==> src/hw/chp_port_map.vh <==
/*
  Constants for the host readout port: word and long-word widths, FIFO depth.
  Assumes inclusion by bare name from the port module file.
*/
`ifndef CHP_PORT_MAP_VH
`define CHP_PORT_MAP_VH
`define CHP_HALF_W     16
`define CHP_LONG_W     32
`define CHP_FIFO_DEPTH 8
`define CHP_FILL_W     8'h00
`endif

==> src/hw/chp_host_port.v <==
/*
  Host readout port: a sector data port and a decoded video port, each fed by a
  16-bit word stream through a FIFO and drained as 32-bit long words.
  Assumes the host always reads full long words and discards an odd tail half.
*/
`timescale 1ns/1ps
`include "chp_port_map.vh"

module chp_fifo #(
    parameter WIDTH = `CHP_LONG_W,
    parameter DEPTH = `CHP_FIFO_DEPTH,
    parameter AW    = 3
) (
    // Clock and reset
    input  wire             i_clk_sys,
    input  wire             i_rstn,
    // Fill side
    input  wire             i_valid,
    output wire             o_ready,
    input  wire [WIDTH-1:0] i_data,
    // Drain side
    output wire             o_valid,
    input  wire             i_ready,
    output wire [WIDTH-1:0] o_data
);
    reg [WIDTH-1:0] mem [0:DEPTH-1];
    reg [AW-1:0]    wr_q;
    reg [AW-1:0]    rd_q;
    reg [AW:0]      cnt_q;
    wire            push;
    wire            pop;

    function [AW-1:0] chp_inc;
        input [AW-1:0] p;
        begin
            chp_inc = (p == DEPTH - 1) ? {AW{1'b0}} : p + 1'b1;
        end
    endfunction

    assign o_ready = (cnt_q != DEPTH);
    assign o_valid = (cnt_q != 0);
    assign o_data  = mem[rd_q];
    assign push    = i_valid && o_ready;
    assign pop     = o_valid && i_ready;

    always @(posedge i_clk_sys)
    begin
        if (push)
        begin
            mem[wr_q] <= i_data;
        end
    end

    always @(posedge i_clk_sys or negedge i_rstn)
    begin
        if (!i_rstn)
        begin
            wr_q  <= {AW{1'b0}};
            rd_q  <= {AW{1'b0}};
            cnt_q <= {(AW+1){1'b0}};
        end
        else
        begin
            if (push)
            begin
                wr_q <= chp_inc(wr_q);
            end
            if (pop)
            begin
                rd_q <= chp_inc(rd_q);
            end
            if (push && !pop)
            begin
                cnt_q <= cnt_q + 1'b1;
            end
            else if (pop && !push)
            begin
                cnt_q <= cnt_q - 1'b1;
            end
        end
    end
endmodule

module chp_lane (
    // Clock and reset
    input  wire                   i_clk_sys,
    input  wire                   i_rstn,
    // Word stream in
    input  wire                   i_wvalid,
    output wire                   o_wready,
    input  wire [`CHP_HALF_W-1:0] i_word,
    input  wire                   i_last,
    // Host long-word read
    input  wire                   i_rd,
    output reg                    o_rvalid,
    output reg  [`CHP_LONG_W-1:0] o_rdata
);
    reg                   half_q;
    reg [`CHP_HALF_W-1:0] hi_q;
    wire                  pk_valid;
    wire [`CHP_LONG_W-1:0] pk_data;
    wire                  pk_ready;
    wire                  f_valid;
    wire [`CHP_LONG_W-1:0] f_data;
    wire                  take;
    wire                  odd_tail;

    assign take     = i_wvalid && o_wready;
    assign odd_tail = !half_q && i_last;
    // Pair ready once the second word arrives or a lone last word closes it
    assign pk_valid = i_wvalid && (half_q || i_last);
    assign pk_data  = half_q ? {hi_q, i_word} : {i_word, {2{`CHP_FILL_W}}};
    // Stall on a full FIFO for any word, so a registered ready never overruns it
    assign o_wready = pk_ready;

    always @(posedge i_clk_sys or negedge i_rstn)
    begin
        if (!i_rstn)
        begin
            half_q <= 1'b0;
            hi_q   <= {`CHP_HALF_W{1'b0}};
        end
        else if (take)
        begin
            if (half_q || odd_tail)
            begin
                half_q <= 1'b0;
            end
            else
            begin
                hi_q   <= i_word;
                half_q <= 1'b1;
            end
        end
    end

    chp_fifo #(
        .WIDTH (`CHP_LONG_W),
        .DEPTH (`CHP_FIFO_DEPTH),
        .AW    (3)
    ) u_fifo (
        .i_clk_sys (i_clk_sys),
        .i_rstn    (i_rstn),
        .i_valid   (pk_valid),
        .o_ready   (pk_ready),
        .i_data    (pk_data),
        .o_valid   (f_valid),
        .i_ready   (i_rd),
        .o_data    (f_data)
    );

    // One pop per long-word read, two stream words per pop, one for an odd tail word
    always @(posedge i_clk_sys or negedge i_rstn)
    begin
        if (!i_rstn)
        begin
            o_rvalid <= 1'b0;
            o_rdata  <= {`CHP_LONG_W{1'b0}};
        end
        else
        begin
            o_rvalid <= i_rd && f_valid;
            if (i_rd && f_valid)
            begin
                o_rdata <= f_data;
            end
        end
    end
endmodule

module chp_host_port (
    // Clock and reset
    input  wire                   i_clk_sys,
    input  wire                   i_rstn,
    // Sector data stream in
    input  wire                   i_dat_wvalid,
    output reg                    o_dat_wready,
    input  wire [`CHP_HALF_W-1:0] i_dat_word,
    input  wire                   i_dat_last,
    // Decoded video stream in
    input  wire                   i_vid_wvalid,
    output reg                    o_vid_wready,
    input  wire [`CHP_HALF_W-1:0] i_vid_word,
    input  wire                   i_vid_last,
    // Host reads of sector_data_port
    input  wire                   i_dat_rd,
    output wire                   o_dat_rvalid,
    output wire [`CHP_LONG_W-1:0] o_dat_rdata,
    // Host reads of decoded_video_port
    input  wire                   i_vid_rd,
    output wire                   o_vid_rvalid,
    output wire [`CHP_LONG_W-1:0] o_vid_rdata
);
    wire dat_rdy;
    wire vid_rdy;

    // Ready outputs registered; source words are taken only on registered ready
    always @(posedge i_clk_sys or negedge i_rstn)
    begin
        if (!i_rstn)
        begin
            o_dat_wready <= 1'b0;
            o_vid_wready <= 1'b0;
        end
        else
        begin
            o_dat_wready <= dat_rdy && !(o_dat_wready && i_dat_wvalid);
            o_vid_wready <= vid_rdy && !(o_vid_wready && i_vid_wvalid);
        end
    end

    // Read strobe is identical whether from DMA or software loops
    chp_lane u_dat (
        .i_clk_sys (i_clk_sys),
        .i_rstn    (i_rstn),
        .i_wvalid  (i_dat_wvalid && o_dat_wready),
        .o_wready  (dat_rdy),
        .i_word    (i_dat_word),
        .i_last    (i_dat_last),
        .i_rd      (i_dat_rd),
        .o_rvalid  (o_dat_rvalid),
        .o_rdata   (o_dat_rdata)
    );

    // Same lane logic for the video port
    chp_lane u_vid (
        .i_clk_sys (i_clk_sys),
        .i_rstn    (i_rstn),
        .i_wvalid  (i_vid_wvalid && o_vid_wready),
        .o_wready  (vid_rdy),
        .i_word    (i_vid_word),
        .i_last    (i_vid_last),
        .i_rd      (i_vid_rd),
        .o_rvalid  (o_vid_rvalid),
        .o_rdata   (o_vid_rdata)
    );
endmodule

==> config.mk <==
export PLATFORM = sky130hd
export DESIGN_NAME = chp_host_port
export DESIGN_NICKNAME = d
export VERILOG_FILES = /design/src/hw/chp_host_port.v
export VERILOG_INCLUDE_DIRS = /design/src /design/src/hw
export SDC_FILE = /design/constraint.sdc
export NUM_CORES = 1
export LEC_CHECK = 0
export ABC_CLOCK_PERIOD_IN_PS = 8100
export BUFFER_PORTS_ARGS = -buffer_cell sky130_fd_sc_hd__buf_2
export CELL_PAD_IN_SITES_DETAIL_PLACEMENT = 0
export CELL_PAD_IN_SITES_GLOBAL_PLACEMENT = 2
export CORE_MARGIN = 2
export CORE_UTILIZATION = 50
export CTS_BUF_LIST = sky130_fd_sc_hd__clkbuf_8 sky130_fd_sc_hd__clkbuf_16
export DETAILED_ROUTE_END_ITERATION = 12
export PLACE_DENSITY_LB_ADDON = 0.2
export SLEW_MARGIN = 10
export SYNTH_ARGS = -nofsm -noshare
export SYNTH_HDL_FRONTEND = slang
export SYNTH_SLANG_ARGS = --single-unit
==> constraint.sdc <==
create_clock -name i_clk_sys -period 8.1 [get_ports i_clk_sys]
set_input_delay 0.405 -clock i_clk_sys [delete_from_list [all_inputs] [get_ports i_clk_sys]]
set_output_delay 0.405 -clock i_clk_sys [all_outputs]
set_load 0.1 [all_outputs]
Yosys cells after proc, flatten, opt, wreduce, memory -nomap -nowiden
Memories as Yosys holds them, arrays and structs flattened. A register that Yosys moved wholly into a read port is not among the register bits.
Index checks and enable logic that the tools add are counted.
{ "classes": {"n_bitwise": 2, "n_mux": 16, "n_addsub": 8, "n_eq_ne": 6, "reduce_logical": 38} }
{ "ops": {"columns": ["operator", "n"], "rows": [
  ["32-bit two-way mux", 2],
  ["1-bit logical AND", 18],
  ["4-bit two-way mux", 4],
  ["3-bit by 1-bit adder with 3-bit output, second input constant", 4],
  ["3-bit equality test, second input constant", 4],
  ["3-bit two-way mux", 4],
  ["1-bit logical NOT", 10],
  ["4-bit by 1-bit adder with 4-bit output, second input constant", 2],
  ["4-bit inequality test, second input constant", 2],
  ["4-bit nonzero test", 2],
  ["4-bit by 1-bit subtractor with 4-bit output, second input constant", 2],
  ["1-bit two-way mux", 6],
  ["1-bit logical OR", 4],
  ["2-bit AND reduction", 2],
  ["2-bit nonzero test", 2],
  ["1-bit NOT", 2]
]} }
{ "word_totals": {"elab_cells": 86, "input_bits": 40, "memories": 2, "mem_bits_rw": 512, "regBits": 58, "output_inout_bits": 68} }
{ "mem_list": {"columns": ["name", "depth", "word_bits", "read_ports", "rd_ports_with_merged_regs", "wr", "line_no", "text"], "rows": [
  ["u_dat.u_fifo.mem", 8, 32, 1, 1, 1, "chp_host_port.v:26", "reg [WIDTH-1:0] mem [0:DEPTH-1];"],
  ["u_vid.u_fifo.mem", 8, 32, 1, 1, 1, "chp_host_port.v:26", null]
]} }

Logic depth before layout (Yosys ltp)
{ "depth": {"word_depth": 7, "mapped_depth": 12} }

By module
Synthesis repeated with hierarchy kept, for this count alone.
{ "hier_totals": {"hier_cells": 1164, "area_unflattened_um2": 25052.8} }
{ "by_module_without_submodules": {"columns": ["module", "instances", "cells_per_inst", "area_each_um2"], "rows": [
  ["chp_fifo (u_vid.u_fifo)", 1, 434, 10261.1],
  ["chp_fifo (u_dat.u_fifo)", 1, 434, 10259.8],
  ["chp_lane", 2, 145, 2227.1],
  ["chp_host_port", 1, 6, 77.6]
]} }

Least setup slack after synthesis
Ideal clock, no wire load.
{ "synth_timing": {"path_kind": "reg-to-reg", "startpoint": "reg o_dat_wready", "endpoint": "mem u_dat.u_fifo.mem[0][0] (netlist name), enable pin", "setup_time_ns": 0.501, "n_path_buf": 1, "arrival_ns": 4.609, "stages_incl_launch_ff": 5, "path_slack_ns": 2.990, "period_less_slack_ns": 5.110, "path_cell_list": "dfrtp_1 > nand2_1 > or3_1 > buf_2 > nor4_1"} }
{ "synth_between": {"elab_chain_cells": 5} }
{ "synth_lines": {"columns": ["item", "line_no", "text"], "rows": [
  ["from (decl)", "chp_host_port.v:177", "output reg o_dat_wready,"],
  ["from (signal assigned)", "chp_host_port.v:207", "o_dat_wready <= dat_rdy && !(o_dat_wready && i_dat_wvalid);"],
  ["1-bit logical AND", "chp_host_port.v:216", ".i_wvalid (i_dat_wvalid && o_dat_wready),"],
  ["1-bit logical AND", "chp_host_port.v:111", "assign pk_valid = i_wvalid && (half_q || i_last);"],
  ["1-bit logical AND", "chp_host_port.v:43", "assign push = i_valid && o_ready;"],
  ["1-bit two-way mux", "chp_host_port.v:48", "if (push)"],
  ["1-bit two-way mux (not written as such)", "chp_host_port.v:50", "mem[wr_q] <= i_data;"],
  ["to (decl)", "chp_host_port.v:26", null]
]} }
No other way between the ends.

Worst setup path after layout
{ "layout_timing": {"startpoint": "reg u_dat.u_fifo.cnt_q[0]", "endpoint": "reg u_dat.u_fifo.cnt_q[3]"} }
{ "layout_between": {"elab_chain_cells": 5, "elab_cells_between_ends": 13} }
{ "layout_lines": {"columns": ["item", "line_no", "text"], "rows": [
  ["from (decl)", "chp_host_port.v:29", "reg [AW:0] cnt_q;"],
  ["from (signal assigned)", "chp_host_port.v:60", "cnt_q <= {(AW+1){1'b0}};"],
  ["from (signal assigned)", "chp_host_port.v:74", "cnt_q <= cnt_q + 1'b1;"],
  ["from (signal assigned)", "chp_host_port.v:78", "cnt_q <= cnt_q - 1'b1;"],
  ["parallel branches: the longest is 5 deep, another holds 4-bit by 1-bit subtractor with 4-bit output", null, null]
]} }
Parallel ways; which one is timed is not known. The select of a mux whose other input is x is not followed.
A chain may end at the register's enable or synchronous reset.

==> reports/metrics.csv <==
stage,metric,value,unit
status,outcome,completed,
synth,syn-num-nets,1518,
power,pwr_density_cell,404,nW/um2
cts,numCtsBuffers,67,
timing,tightest_slew,1140,ps
floorplan,io_pins,108,
synth,synth_edf_count,512,
route,via_count,12900,
route,wirelength,52800,um
route,ant_nets,0,
synth,yosys_most_used_dff,edfxtp_1,
global_route,grt_usage,20.9,%
finish,final_common_cell,edfxtp_1,
finish,layout-drive-gt1-share,28.3,%
cts,clk_pin_slew,60,ps
power,p_leak,10.3,nW
finish,fin_util,58.1,%
placed_design,port_buffers,107,
cts,postCtsHoldBufs,3,
timing,holdWs,70.7,ps
synth,yosys_register_bits,634,
critical_path,cp.arrival,3670,ps
cts,cts_resized,0,
run,drv_cap,0,
route,first_pass_iters,5,
finish,syn2layout_area_growth,14.2,%
timing,hold_violations,0,
finish,layout_common_cells,"edfxtp_1 (512), mux2_2 (194), mux2i_1 (130)",
timing,finalWorstSetupSlack,4870,ps
critical_path,cp.required,8540,ps
floorplan,die_w,228,um
hold_path,min_path_type,in -> reg,
timing,period_share,39.9,%
placed_design,dpl.hpwl,28900,um
global_route,grt_max_degree,73,
global_route,antenna_found_initial,1,
cts,clock-sinks,634,
floorplan,dieHeight,228,um
floorplan,num_rows,81,
global_route,grt_overflow_total,0,
critical_path,crit_type,reg -> reg,
cts,cts_root_buffer,clkbuf_16,
synth,async_flop_share,19.2,%
route,wl_per_cell,22.9,um
synth,syn_inst,1462,
route,drt-vias-per-instance,5.59,
critical_path,start_kind,register,
critical_path,worstSetupEndpointType,register,
synth,netlist_area,25000,um2
global_route,grt_pass1_vias,13000,
timing,slew_violations,0,
cts,cts.htree.levels,3,
route,drtIter0Drc,916,
placed_design,pre_cts_ws,4880,ps
timing,setup_viol,0,
finish,nets,1649,
synth,yosysWarnings,0,
route,drc,0,
timing,fin_tns_setup,0,ps
synth,postSynthAreaPerCell,17.1,um2
power,ir_worst_vdd,356,uV
floorplan,core-area,49200,um2
cts,clock_latency,600,ps
cts,postCtsSetupBuffers,0,
timing,rsz0062_at_grt,no,
timing,fin_crit,3230,ps
timing,max_freq,310,MHz
timing,fin_skew,26.2,ps
finish,fill_cells,3800,
floorplan,die-area,51800,um2
timing,slew_headroom,23.8,%
cts,cts_tree,yes,
global_route,grt_pass1_wl,79600,um
synth,synth_cell_types,40,
placed_design,place_congestion,0.740,
cts,cts.path.max_buffers,3,
synth,ys_seq_area_share,73.7,%
floorplan,start_util,50.9,%
finish,diodes,0,
critical_path,worstPathMaxFanout,71,
## worst max-delay path, cell delays in order (launching register included)
cell and delay (ps):
dfrtp_1 480, o41ai_4 380, buf_4 630, ha_1 340
inv_1 130, ha_1 280, a21o_2 230, a2111oi_0 480
o31ai_1 150
## flip-flops by register name, summed over array words and instances, names as in the netlist, 3 cells and up
name,cells
u_dat.u_fifo.mem,256
u_vid.u_fifo.mem,256
u_dat.o_rdata,32
u_vid.o_rdata,32
u_dat.hi_q,16
u_vid.hi_q,16
u_dat.u_fifo.cnt_q,4
u_vid.u_fifo.cnt_q,4
u_dat.u_fifo.rd_q,3
u_dat.u_fifo.wr_q,3
u_vid.u_fifo.rd_q,3
u_vid.u_fifo.wr_q,3
## cells in the mapped netlist, drive strengths merged, types with 4 or more instances
cell type	n	area (um2)
a21o	8	62.6
inv	6	22.5
mux2i	130	1300
a22oi	45	338
a21oi	4	20.0
nor3	20	123
nor2	10	37.5
buf	40	240
o221ai	45	394
dfrtp	122	3050
edfxtp	512	15400
ha	14	175
o21ai	71	355
mux2	194	2180
and2	32	200
nand2	96	360
xnor2	4	35.0
nand2b	9	56.3
a221o	19	190
o22ai	19	119
clkbuf	44	169
## stage by stage
step,cells,total power [mW],instance area (um2)
after detailed placement,2185,8.74,26400
after CTS,2312,11.7,28600
after global routing,2312,12.1,28600
after floorplan,1462,7.76,25000
final,2312,11.5,28600
after global placement,2185,8.67,26400
## per-layer routing
layer / wire [um] / track usage, %
met5: 10 / 0
met4: 793 / 4.93
met3: 1850 / 3.79
met2: 27700 / 37.8
met1: 22500 / 26.3
## final timing paths
| kind | from | endpoint | slack, ps | cells after the start |
|---|---|---|---|---|
| max in group asynchronous | i_rstn | u_dat.u_fifo.rd_q[0] | 6280 | 3 |
| worst min register to register | o_dat_wready | o_dat_wready | 460 | 1 |
| worst max register to register | u_dat.u_fifo.cnt_q[0] | u_dat.u_fifo.cnt_q[3] | 4870 | 8 |
| min in group asynchronous | i_rstn | u_vid.o_rdata[14] | 400 | 2 |
| worst min-delay path | i_vid_word[13] | u_vid.hi_q[13] | 70 | 2 |
| worst max-delay path | u_dat.u_fifo.cnt_q[0] | u_dat.u_fifo.cnt_q[3] | 4870 | 8 |
## area by class of cell
class,count,area (um2),share of cell area [%]
clock inverter,49,350,1.23
tap,664,831,2.91
timing repair buffer,146,842,2.95
inverter,6,22.5,0.0789
multi-input combinational,738,6270,22.0
clock buffer,75,1800,6.30
sequential,634,18400,64.6
## power by group
part	switching (mW)	internal (mW)
Clock	1.20	1.72
Combinational	2.75	1.19
Sequential	0.415	4.26
Total	4.37	7.18
## logic make-up (layout without fill, tap and decap cells)
| family | after synthesis | after routing | share of synthesized area (%) |
|---|---|---|---|
| AOI/OAI and AO/OA | 217 | 217 | 6.22 |
| xor gates and xnor gates | 4 | 4 | 0.140 |
| adders and majority gates | 16 | 16 | 0.860 |
| buffers and inverters | 90 | 276 | 1.73 |
| DFF | 634 | 634 | 73.7 |
| muxes | 324 | 324 | 13.9 |
| and+or+nand+nor | 177 | 177 | 3.44 |
Power figures use the tool's default switching activity.
